==> src/lpm_pkg.sv <==
// Shared constants, mode enumeration and clock-gate carrier
package lpm_pkg;

  // ----------------------------------------------------------------
  // Register indices (byte address is four times the index)
  // ----------------------------------------------------------------
  localparam logic [7:0] SYS_ONE_INDEX = 8'h38;
  localparam logic [7:0] SYS_TWO_INDEX = 8'h39;
  localparam logic [7:0] MODE_STATUS_INDEX = 8'h3a;
  localparam logic [7:0] TICK_CTRL_INDEX = 8'h3b;

  // ----------------------------------------------------------------
  // Reset values
  // ----------------------------------------------------------------
  localparam logic [7:0] SYS_ONE_RESET = 8'h00;
  localparam logic [7:0] SYS_TWO_RESET = 8'h80;
  localparam logic [7:0] TICK_CTRL_RESET = 8'h00;

  // ----------------------------------------------------------------
  // Field positions
  // ----------------------------------------------------------------
  localparam int STOP_BIT = 7;
  localparam int RELM_BIT = 6;
  localparam int RETM_BIT = 5;
  localparam logic [7:0] SYS_ONE_MASK = 8'hfc;
  localparam int FAST_OSC_BIT = 7;
  localparam int SLOW_OSC_BIT = 6;
  localparam int SEL_BIT = 5;
  localparam int IDLE_BIT = 4;
  localparam int PERIPH_HALT_BIT = 2;
  localparam logic [7:0] SYS_TWO_MASK = 8'hf4;
  localparam int TICK_EN_BIT = 0;
  localparam int TICK_IRQ_EN_BIT = 1;
  localparam int GLOBAL_IRQ_BIT = 2;
  localparam int TICK_LATCH_BIT = 3;
  localparam logic [7:0] TICK_CTRL_MASK = 8'h07;

  // ----------------------------------------------------------------
  // Cycle counts
  // ----------------------------------------------------------------
  localparam int STATES_PER_CYCLE = 4;
  localparam int WARMUP_CYCLES = 16;

  typedef enum logic [3:0] {
    run_fast_single,
    doze_fast_single,
    doze_tick_only_fast,
    run_fast_dual,
    doze_fast_dual,
    run_slow_dual,
    doze_slow_dual,
    run_slow_only,
    doze_slow_only,
    doze_tick_only_slow,
    deep_halt,
    warm_up
  } mode_e;

  typedef struct packed {
    logic fast_osc_enable;
    logic slow_osc_enable;
    logic main_clock_slow;
    logic cpu_run;
    logic watchdog_run;
    logic periph_clock_run;
    logic tick_timer_run;
    logic divider_low_run;
    logic xtal_pins_as_port;
  } clock_gate_s;

endpackage

==> src/low_power_mode_controller.sv <==
// Operating-mode controller with AHB-Lite system control registers
//
// Design decisions made here: the register addresses and register access over AHB-Lite.
`timescale 1ns/1ps
`default_nettype none
module low_power_mode_controller
  import lpm_pkg::*;
#(
  parameter int WARMUP = WARMUP_CYCLES
) (
  // Clock and reset
  input wire logic core_clk,
  input wire logic reset_n,
  // AHB-Lite slave
  input wire logic hsel,
  input wire logic [31:0] haddr,
  input wire logic [1:0] htrans,
  input wire logic hwrite,
  input wire logic [2:0] hsize,
  input wire logic [31:0] hwdata,
  input wire logic hready,
  output logic [31:0] hrdata,
  output logic hreadyout,
  output logic hresp,
  // Pins and wake sources
  input wire logic slow_clock_pin,
  input wire logic tick_source_pin,
  input wire logic halt_release_pin,
  input wire logic wake_irq_request,
  // Mode outputs
  output clock_gate_s gates,
  output logic machine_cycle,
  output logic tick_irq_set,
  output logic tick_interrupt
);

  // ----------------------------------------------------------------
  // Pin synchronisers
  // ----------------------------------------------------------------
  logic slow_rise;
  logic tick_fall;
  logic halt_level;
  logic halt_rise;

  pin_sync slow_sync (.clk(core_clk), .reset_n(reset_n),
    .pin(slow_clock_pin), .level(), .rise(slow_rise), .fall());
  pin_sync tick_sync (.clk(core_clk), .reset_n(reset_n),
    .pin(tick_source_pin), .level(), .rise(), .fall(tick_fall));
  pin_sync halt_sync (.clk(core_clk), .reset_n(reset_n),
    .pin(halt_release_pin), .level(halt_level), .rise(halt_rise),
    .fall());

  // ----------------------------------------------------------------
  // Bus slave
  // ----------------------------------------------------------------
  logic wr_pending;
  logic rd_wait;
  logic [7:0] bus_index;
  logic next_wr_pending;
  logic next_rd_wait;
  logic [7:0] next_bus_index;
  logic [31:0] next_hrdata;
  logic accept;
  logic [31:0] read_mux;

  logic [7:0] sys_one;
  logic [7:0] sys_two;
  logic [7:0] tick_ctrl;
  logic tick_latch;
  mode_e mode;
  logic tick_armed;

  assign accept = hsel & htrans[1] & hready;
  assign hreadyout = ~rd_wait;
  assign hresp = 1'b0;

  always_comb begin
    read_mux = 32'h0000_0000;
    case (bus_index)
      SYS_ONE_INDEX: read_mux = {24'h00_0000, sys_one & SYS_ONE_MASK};
      SYS_TWO_INDEX: begin
        read_mux = {24'h00_0000, sys_two & SYS_TWO_MASK};
        // Clock select reads back the clock actually in use
        read_mux[SEL_BIT] = gates.main_clock_slow;
      end
      MODE_STATUS_INDEX: read_mux = {27'h000_0000, tick_armed, mode};
      TICK_CTRL_INDEX: begin
        read_mux = {24'h00_0000, tick_ctrl & TICK_CTRL_MASK};
        read_mux[TICK_LATCH_BIT] = tick_latch;
      end
      default: read_mux = 32'h0000_0000;
    endcase
  end

  // Reads take one wait state so hrdata comes from a flop
  always_comb begin
    next_wr_pending = accept & hwrite;
    next_rd_wait = accept & ~hwrite;
    next_bus_index = accept ? haddr[9:2] : bus_index;
    next_hrdata = rd_wait ? read_mux : hrdata;
  end

  always_ff @(posedge core_clk or negedge reset_n) begin
    if (!reset_n) begin
      wr_pending <= 1'b0;
      rd_wait <= 1'b0;
      bus_index <= 8'h00;
      hrdata <= 32'h0000_0000;
    end else begin
      wr_pending <= next_wr_pending;
      rd_wait <= next_rd_wait;
      bus_index <= next_bus_index;
      hrdata <= next_hrdata;
    end
  end

  // ----------------------------------------------------------------
  // Mode sequencer
  // ----------------------------------------------------------------
  logic stop_req;
  logic doze_req;
  logic halt_req;
  logic fast_on;
  logic slow_on;
  logic sel_slow;
  logic clr_stop;
  logic clr_doze;
  logic clr_halt;
  logic halt_release;
  logic [15:0] warm_count;
  logic [15:0] next_warm_count;
  logic next_tick_armed;
  logic next_tick_irq_set;
  mode_e next_mode;

  assign stop_req = sys_one[STOP_BIT];
  assign doze_req = sys_two[IDLE_BIT];
  assign halt_req = sys_two[PERIPH_HALT_BIT];
  assign fast_on = sys_two[FAST_OSC_BIT];
  assign slow_on = sys_two[SLOW_OSC_BIT];
  assign sel_slow = sys_two[SEL_BIT];
  assign halt_release = sys_one[RELM_BIT] ? halt_level : halt_rise;

  always_comb begin
    next_mode = mode;
    next_tick_armed = tick_armed;
    next_warm_count = warm_count;
    next_tick_irq_set = 1'b0;
    clr_stop = 1'b0;
    clr_doze = 1'b0;
    clr_halt = 1'b0;
    case (mode)
      run_fast_single: begin
        if (stop_req) begin
          next_mode = deep_halt;
        end else if (halt_req) begin
          next_mode = doze_tick_only_fast;
          next_tick_armed = tick_ctrl[TICK_EN_BIT];
        end else if (doze_req) begin
          next_mode = doze_fast_single;
        end else if (slow_on) begin
          next_mode = run_fast_dual;
        end
      end
      doze_fast_single: begin
        if (wake_irq_request) begin
          next_mode = run_fast_single;
          clr_doze = 1'b1;
        end
      end
      doze_tick_only_fast, doze_tick_only_slow: begin
        // Edge arrives only via the synchroniser
        if (tick_fall) begin
          next_mode = (mode == doze_tick_only_fast) ?
            run_fast_single : run_slow_only;
          clr_halt = 1'b1;
          next_tick_irq_set = tick_armed;
          next_tick_armed = 1'b0;
        end
      end
      run_fast_dual: begin
        if (stop_req) begin
          next_mode = deep_halt;
        end else if (doze_req) begin
          next_mode = doze_fast_dual;
        end else if (sel_slow) begin
          next_mode = run_slow_dual;
        end else if (!slow_on) begin
          next_mode = run_fast_single;
        end
      end
      doze_fast_dual: begin
        if (wake_irq_request) begin
          next_mode = run_fast_dual;
          clr_doze = 1'b1;
        end
      end
      run_slow_dual: begin
        if (stop_req) begin
          next_mode = deep_halt;
        end else if (doze_req) begin
          next_mode = doze_slow_dual;
        end else if (!sel_slow) begin
          next_mode = run_fast_dual;
        end else if (!fast_on) begin
          next_mode = run_slow_only;
        end
      end
      doze_slow_dual: begin
        if (wake_irq_request) begin
          next_mode = run_slow_dual;
          clr_doze = 1'b1;
        end
      end
      run_slow_only: begin
        if (stop_req) begin
          next_mode = deep_halt;
        end else if (halt_req) begin
          next_mode = doze_tick_only_slow;
          next_tick_armed = tick_ctrl[TICK_EN_BIT];
        end else if (doze_req) begin
          next_mode = doze_slow_only;
        end else if (fast_on) begin
          next_mode = run_slow_dual;
        end
      end
      doze_slow_only: begin
        if (wake_irq_request) begin
          next_mode = run_slow_only;
          clr_doze = 1'b1;
        end
      end
      deep_halt: begin
        if (halt_release) begin
          next_mode = warm_up;
          next_warm_count = 16'(WARMUP - 1);
        end
      end
      warm_up: begin
        if (warm_count == 16'h0000) begin
          clr_stop = 1'b1;
          if (sys_one[RETM_BIT]) begin
            next_mode = run_slow_only;
          end else if (slow_on) begin
            next_mode = run_fast_dual;
          end else begin
            next_mode = run_fast_single;
          end
        end else begin
          next_warm_count = warm_count - 16'h0001;
        end
      end
      default: next_mode = run_fast_single;
    endcase
  end

  // ----------------------------------------------------------------
  // Clock gates, derived from the next mode so they change with it
  // ----------------------------------------------------------------
  clock_gate_s next_gates;
  logic slow_main;
  logic halted;

  always_comb begin
    slow_main = next_mode inside {run_slow_dual, doze_slow_dual,
      run_slow_only, doze_slow_only, doze_tick_only_slow};
    halted = next_mode inside {deep_halt, warm_up};
    next_gates.main_clock_slow = slow_main;
    next_gates.fast_osc_enable = !(next_mode inside {run_slow_only,
      doze_slow_only, doze_tick_only_slow, deep_halt});
    next_gates.slow_osc_enable = (next_mode != deep_halt) &&
      (slow_main || (next_mode inside {run_fast_dual, doze_fast_dual}) ||
      (next_mode == warm_up && slow_on));
    next_gates.cpu_run = next_mode inside {run_fast_single,
      run_fast_dual, run_slow_dual, run_slow_only};
    next_gates.watchdog_run = next_gates.cpu_run;
    next_gates.periph_clock_run = !halted && !(next_mode inside
      {doze_tick_only_fast, doze_tick_only_slow});
    next_gates.tick_timer_run = !halted;
    // Stages one to six only run on the fast clock
    next_gates.divider_low_run = !slow_main && next_mode != deep_halt;
    next_gates.xtal_pins_as_port = !slow_on;
  end

  // ----------------------------------------------------------------
  // Machine cycle timing
  // ----------------------------------------------------------------
  logic [1:0] state_count;
  logic [1:0] next_state_count;
  logic main_edge;
  logic next_machine_cycle;

  // Core clock stands in for the fast clock; slow edges come synced
  assign main_edge = gates.main_clock_slow ? slow_rise :
    (mode != deep_halt && mode != warm_up);

  always_comb begin
    next_state_count = state_count;
    next_machine_cycle = 1'b0;
    if (main_edge) begin
      next_state_count = state_count + 2'd1;
      next_machine_cycle = (state_count == 2'(STATES_PER_CYCLE - 1));
    end
  end

  // ----------------------------------------------------------------
  // Registers: software writes with hardware self-clears
  // ----------------------------------------------------------------
  logic [7:0] next_sys_one;
  logic [7:0] next_sys_two;
  logic [7:0] next_tick_ctrl;
  logic next_tick_latch;
  logic wr_one;
  logic wr_two;
  logic wr_tick;

  assign wr_one = wr_pending && bus_index == SYS_ONE_INDEX;
  assign wr_two = wr_pending && bus_index == SYS_TWO_INDEX;
  assign wr_tick = wr_pending && bus_index == TICK_CTRL_INDEX;

  always_comb begin
    next_sys_one = sys_one;
    next_sys_two = sys_two;
    next_tick_ctrl = tick_ctrl;
    // A fresh software write wins over a self-clear in the same cycle
    if (clr_stop) next_sys_one[STOP_BIT] = 1'b0;
    if (clr_doze) next_sys_two[IDLE_BIT] = 1'b0;
    if (clr_halt) next_sys_two[PERIPH_HALT_BIT] = 1'b0;
    if (wr_one) next_sys_one = hwdata[7:0] & SYS_ONE_MASK;
    if (wr_two) next_sys_two = hwdata[7:0] & SYS_TWO_MASK;
    if (wr_tick) next_tick_ctrl = hwdata[7:0] & TICK_CTRL_MASK;
    // Latch clears by writing one; a set in that cycle wins
    next_tick_latch = (tick_latch &
      !(wr_tick && hwdata[TICK_LATCH_BIT])) | tick_irq_set;
  end

  assign tick_interrupt = tick_latch & tick_ctrl[GLOBAL_IRQ_BIT] &
    tick_ctrl[TICK_IRQ_EN_BIT] & tick_ctrl[TICK_EN_BIT];

  always_ff @(posedge core_clk or negedge reset_n) begin
    if (!reset_n) begin
      mode <= run_fast_single;
      sys_one <= SYS_ONE_RESET;
      sys_two <= SYS_TWO_RESET;
      tick_ctrl <= TICK_CTRL_RESET;
      tick_latch <= 1'b0;
      tick_armed <= 1'b0;
      tick_irq_set <= 1'b0;
      warm_count <= 16'h0000;
      state_count <= 2'd0;
      machine_cycle <= 1'b0;
      gates <= '{fast_osc_enable: 1'b1, cpu_run: 1'b1,
        watchdog_run: 1'b1, periph_clock_run: 1'b1,
        tick_timer_run: 1'b1, divider_low_run: 1'b1,
        xtal_pins_as_port: 1'b1, default: 1'b0};
    end else begin
      mode <= next_mode;
      sys_one <= next_sys_one;
      sys_two <= next_sys_two;
      tick_ctrl <= next_tick_ctrl;
      tick_latch <= next_tick_latch;
      tick_armed <= next_tick_armed;
      tick_irq_set <= next_tick_irq_set;
      warm_count <= next_warm_count;
      state_count <= next_state_count;
      machine_cycle <= next_machine_cycle;
      gates <= next_gates;
    end
  end
endmodule
`default_nettype wire

==> src/pin_sync.sv <==
// Two-flop pin synchroniser with edge detection on the stable copy
`timescale 1ns/1ps
`default_nettype none
module pin_sync (
  // Clock and reset
  input wire logic clk,
  input wire logic reset_n,
  // Asynchronous pin
  input wire logic pin,
  // Synchronised level and edges
  output logic level,
  output logic rise,
  output logic fall
);
  logic meta;
  logic stable;
  logic prev;

  always_ff @(posedge clk or negedge reset_n) begin
    if (!reset_n) begin
      meta <= 1'b0;
      stable <= 1'b0;
      prev <= 1'b0;
    end else begin
      meta <= pin;
      stable <= meta;
      prev <= stable;
    end
  end

  // Edges compare the second stage with its delayed copy, never the first
  assign level = stable;
  assign rise = stable & ~prev;
  assign fall = ~stable & prev;
endmodule
`default_nettype wire

==> config.mk <==
export PLATFORM = sky130hd
export DESIGN_NAME = low_power_mode_controller
export DESIGN_NICKNAME = d
export VERILOG_FILES = /design/src/lpm_pkg.sv /design/src/low_power_mode_controller.sv /design/src/pin_sync.sv
export SDC_FILE = /design/constraint.sdc
export NUM_CORES = 1
export LEC_CHECK = 0
export BUFFER_PORTS_ARGS = -buffer_cell sky130_fd_sc_hd__buf_2
export CAP_MARGIN = 20
export CORE_AREA = 2 2 113 115
export DETAILED_ROUTE_END_ITERATION = 7
export DIE_AREA = 0 0 115 117
export HOLD_SLACK_MARGIN = 0.1
export PLACE_DENSITY = 0.56
export SLEW_MARGIN = 20
export SYNTH_ARGS = -nofsm -noshare
export SYNTH_HDL_FRONTEND = slang
export SYNTH_SLANG_ARGS = --single-unit
==> constraint.sdc <==
create_clock -name core_clk -period 2.4 [get_ports core_clk]
set_input_delay 0 -clock core_clk [delete_from_list [all_inputs] [get_ports core_clk]]
set_output_delay 0 -clock core_clk [all_outputs]
set_load 0.005 [all_outputs]
# [After elaboration in Yosys (flattened, before gate mapping)]
# Cells that the tools add are included.
[totals] output_inout_bits=46 elab_cells=174 inputBits=78 reg_bits=99
[op_classes] eq_ne=34 mux=51 n_reduce_logical=36 n_addsub=2 bitwise_logic=17
[ops] cell="two-way mux 4 bit" count=23
[ops] cell="one-hot mux 4 bit (11 select lines)" count=1
[ops] cell="equality test 4 x 3 -> 1 bit (second input constant)" count=8
[ops] cell="equality test 4 bit (second input constant)" count=8
[ops] cell="equality test 8 x 6 -> 1 bit (second input constant)" count=4
[ops] cell="two-way mux 16 bit" count=2
[ops] cell="one-hot mux 16 bit (2 select lines)" count=1
[ops] cell="one-hot mux 8 bit (4 select lines)" count=1
[ops] cell="two-way mux 1 bit" count=17
[ops] cell="equality test 4 x 2 -> 1 bit (second input constant)" count=4
[ops] cell="logical NOT 16 bit" count=1
[ops] cell="nonzero test 2 bit" count=8
[ops] cell="subtractor 16 x 1 -> 16 bit (second input constant)" count=1
[ops] cell="inequality test 4 bit (second input constant)" count=3
[ops] cell="AND 1 bit" count=11
[ops] cell="logical AND 1 bit" count=9
[ops] cell="logical NOT 4 bit" count=2
[ops] cell="two-way mux 8 bit" count=1
[ops] cell="inequality test 2 bit (second input constant)" count=4
[ops] cell="nonzero test 4 bit" count=2
[ops] cell="logical NOT 1 bit" count=6
[ops] cell="two-way mux 3 bit" count=2
[ops] cell="two-way mux 5 bit" count=1
[ops] cell="NOT 1 bit" count=5
[ops] cell="other kinds (13)" count=15

# [Longest topological paths before layout]
[depth] word_depth=10 ltp_mapped=8 mapped_depth_nobuf=8

# [Modules after synthesis]
# A second synthesis with hierarchy kept.
[unflattened] cells_unflattened=386 area_unflattened_um2=4030.1
[modules_own_cells] mod="low_power_mode_controller" instances=1 area_per_inst_um2=3759.9 seq_area_each_um2=1660.3 cells_per_inst=371
[modules_own_cells] mod="pin_sync" instances=3 area_per_inst_um2=90.1 seq_area_each_um2=75.1 cells_per_inst=5

# [Least setup slack after synthesis]
# Ideal clock, no wire load.
[synth_timing] kind="register to register" from="register warm_count[0]" to="register gates[4] (netlist bit)" path_buffers=0 required_ns=2.325 arrival_time_ns=1.918 synth_period_minus_slack_ns=1.993 setup_slack_ns=0.407 setup_time_ns=0.075 path_stages_with_launch=9 path_cell_list="dfrtp_1 -> inv_1 -> ha_1 -> nor3b_1 -> nand4_4 -> a21oi_4 -> nand4b_4 -> or3_1 -> a21oi_1"
[synth_lines] element="start, declared" line_no="low_power_mode_controller.sv:130" text="logic [15:0] warm_count;"
[synth_lines] element="start signal, assigned" line_no="low_power_mode_controller.sv:364" text="warm_count <= next_warm_count;"
[synth_lines] element="end signal, assigned" line_no="low_power_mode_controller.sv:352" text="gates <= '{fast_osc_enable: 1'b1, cpu_run: 1'b1,"
[synth_lines] element="end signal, assigned" line_no="low_power_mode_controller.sv:367" text="gates <= next_gates;"
[synth_lines] element="end, declared" line_no="low_power_mode_controller.sv:31" text="output clock_gate_s gates,"

==> results.sh <==
export IMPL_status="finished clean"
export IMPL_yosysSeqAreaShare_pct=47.7
export IMPL_antenna_cells=0
export IMPL_cts_tree="built"
export IMPL_p_leak_nw=2.20
export IMPL_gp_congestion=0.819
export IMPL_fmax_ghz=0.453
export IMPL_avgSynthCellArea_um2=10.7
export IMPL_async_reset_ff_share_pct=100
export IMPL_fin_cells=596
export IMPL_cp_arrival_ns=2.47
export IMPL_antenna_found_initial=0
export IMPL_powerDensity_nw_per_um2=1030
export IMPL_setup_ws_ns=0.192
export IMPL_period_minus_slack_ns=2.21
export IMPL_antenna_left=0
export IMPL_pre_cts_ws_ns=0.215
export IMPL_synth_edf_count=0
export IMPL_grt_first_pass_wirelength_um=14200
export IMPL_slew_headroom_pct=38.8
export IMPL_start_kind="flip-flop"
export IMPL_fillers=1207
export IMPL_ys_ff_latch=75
export IMPL_start_util_pct=32.1
export IMPL_grt_overflow=0
export IMPL_synth_cell_types=63
export IMPL_port_buffers=46
export IMPL_routed_via_density=4.89
export IMPL_crit_path_end_kind="flip-flop"
export IMPL_layout_drive_gt1_share_pct=25.6
export IMPL_wirelength_um=8280
export IMPL_cts_buffer_depth=2
export IMPL_cts_root_buf="clkbuf_16"
export IMPL_hold_ws_ns=0.116
export IMPL_ir_drop_mv=0.436
export IMPL_cts_resized=0
export IMPL_post_dp_hpwl_um=5810
export IMPL_gr_usage_all_layers_pct=13.6
export IMPL_ys_flop_type="dfrtp_1"
export IMPL_core_area_um2=12300
export IMPL_area_growth_pct=22.1
export IMPL_placed_cells=559
export IMPL_finalHoldViolCount=0
export IMPL_die_area_um2=13500
export IMPL_crit_required_ns=2.66
export IMPL_synth_warnings=0
export IMPL_finalMaxSlewViolations=0
export IMPL_grt_pass1_vias=2943
export IMPL_post_cts_buffers=0
export IMPL_worstMarginPinSlew_ns=0.918
export IMPL_rows=41
export IMPL_fp_dieW_um=115
export IMPL_nNetsFinal=522
export IMPL_criticalPathCategory="reg -> reg"
export IMPL_syn_area_um2=3950
export IMPL_post_route_period_util_pct=92.0
export IMPL_clkTransAtPathRegs_ns=0.06
export IMPL_place_area_um2=4300
export IMPL_grt_max_degree=76
export IMPL_setup_viol=0
export IMPL_cp_max_fo=14
export IMPL_holdCritPathClass="in -> reg"
export IMPL_numCtsBuffers=9
export IMPL_drt_iter0_drc=179
export IMPL_routedWlPerCell_um=13.9
export IMPL_io_pins=124
export IMPL_htreeDepth=3
export IMPL_drc_errors=0
export IMPL_synthCells=369
export IMPL_drv_cap=0
export IMPL_drtPass1Iterations=4
export IMPL_clock_latency_ns=0.34
export IMPL_die_h_um=117
export IMPL_clock_sinks=75
export IMPL_final_cell_area_um2=4830
export IMPL_fin_skew_ns=0.00982
export IMPL_fin_tns_setup_ns=0
export IMPL_grt_setup_unrepaired="no"
export IMPL_dr_total_vias=2917
==> critical path, stage by stage (launching register included) <==
cell and delay (ns):
dfrtp_1 0.62, or4_1 0.25, o32ai_1 0.10, a221oi_1 0.54
nand2_1 0.15, or3_1 0.33, a21oi_1 0.14
==> cells in the final DEF, fill, tap and decap left out, types with 6 or more instances in the layout <==
cell / synthesis / final
dfrtp_1: 68 / 68
buf_2: 9 / 45
nor2_1: 32 / 32
conb_1: 1 / 25
dlygate4sd3_1: 0 / 21
mux2_2: 20 / 20
inv_1: 16 / 16
nand2_1: 16 / 16
buf_4: 28 / 14
o21ai_0: 12 / 12
nand2b_1: 11 / 11
a21oi_1: 11 / 11
mux2i_1: 10 / 10
clkbuf_16: 0 / 9
nor3_1: 8 / 8
xnor2_1: 8 / 8
nor2b_1: 7 / 7
xor2_1: 7 / 7
dfstp_2: 7 / 7
nand3_1: 6 / 6
==> registers in the layout, indices dropped and copies added, names as in the netlist, 2 cells and up <==
register	flops
state_count	2
sys_two	5
warm_count	16
hrdata	8
gates	8
mode	4
bus_index	8
tick_ctrl	3
sys_one	6
==> layout make-up <==
cell class	count	area (um^2)	share of cell area, %
inverter	16	60.1	1.24
multi-input combinational	258	1810	37.6
tap	150	188	3.89
clock buffer	10	229	4.74
clock inverter	6	90.1	1.87
sequential	75	1890	39.1
timing repair buffer	81	561	11.6
==> power breakdown <==
part           switching, mW  total, mW  internal, mW
clock network          0.518       1.43         0.909
logic                  0.861       1.67         0.807
registers              0.333       1.90          1.57
==> kinds of logic (layout without fill, tap and decap cells) <==
logic type | count (synthesis) | count (layout) | synth area share [%]
flops | 75 | 75 | 47.7
simple gates | 123 | 123 | 19.5
other cells | 1 | 25 | 0.0949
xor+xnor | 15 | 15 | 3.32
compound gates | 61 | 61 | 11.0
fa+ha+maj | 3 | 3 | 0.950
buf+inv | 60 | 113 | 8.67
mux | 31 | 31 | 8.80
==> path summary, 6_finish.rpt <==
path	start	endpoint	slack (ns)	cells past startpoint
min	wake_irq_request	sys_two[4]	0.12	4
min reg2reg	tick_sync.meta	tick_sync.level	0.35	0
max in group asynchronous	reset_n	mode[0]	1.46	2
max	mode[1]	gates[4]	0.19	6
max reg2reg	mode[1]	gates[4]	0.19	6
min in group asynchronous	reset_n	hrdata[1]	0.34	2
==> cells in the mapped netlist (6+ instances only) <==
library cell | number | area share (%)
a21oi_1 | 11 | 1.4
buf_2 | 9 | 1.1
buf_4 | 28 | 5.3
dfrtp_1 | 68 | 43
dfstp_2 | 7 | 4.7
inv_1 | 16 | 1.5
mux2_2 | 20 | 5.7
mux2i_1 | 10 | 2.5
nand2_1 | 16 | 1.5
nand2b_1 | 11 | 1.7
nand3_1 | 6 | 0.76
nor2_1 | 32 | 3.0
nor2b_1 | 7 | 1.1
nor3_1 | 8 | 1.0
o21ai_0 | 12 | 1.5
xnor2_1 | 8 | 1.8
xor2_1 | 7 | 1.6
==> metal layers <==
layer / wire length [um] / track usage, %
met1: 3660 / 16.5
met2: 4110 / 22.5
met3: 326 / 4.02
met4: 188 / 6.35
met5: 0 / 0
==> per-stage QoR <==
stage                     utilization, %  power, mW
after floorplan                        -       3.12
after global placement              34.9       3.55
after detailed placement            34.9       3.58
after CTS                           39.2       5.06
after global routing                39.2       5.36
final                               39.2       4.99
==> repair_timing <==
| action | CTS | global route |
|---|---|---|
| setup endpoints to repair | 0 | 0 |
| hold buffers | 21 | 0 |
| hold endpoints to repair | 96 | 0 |
No activity file was read; power rests on OpenSTA's default activity.
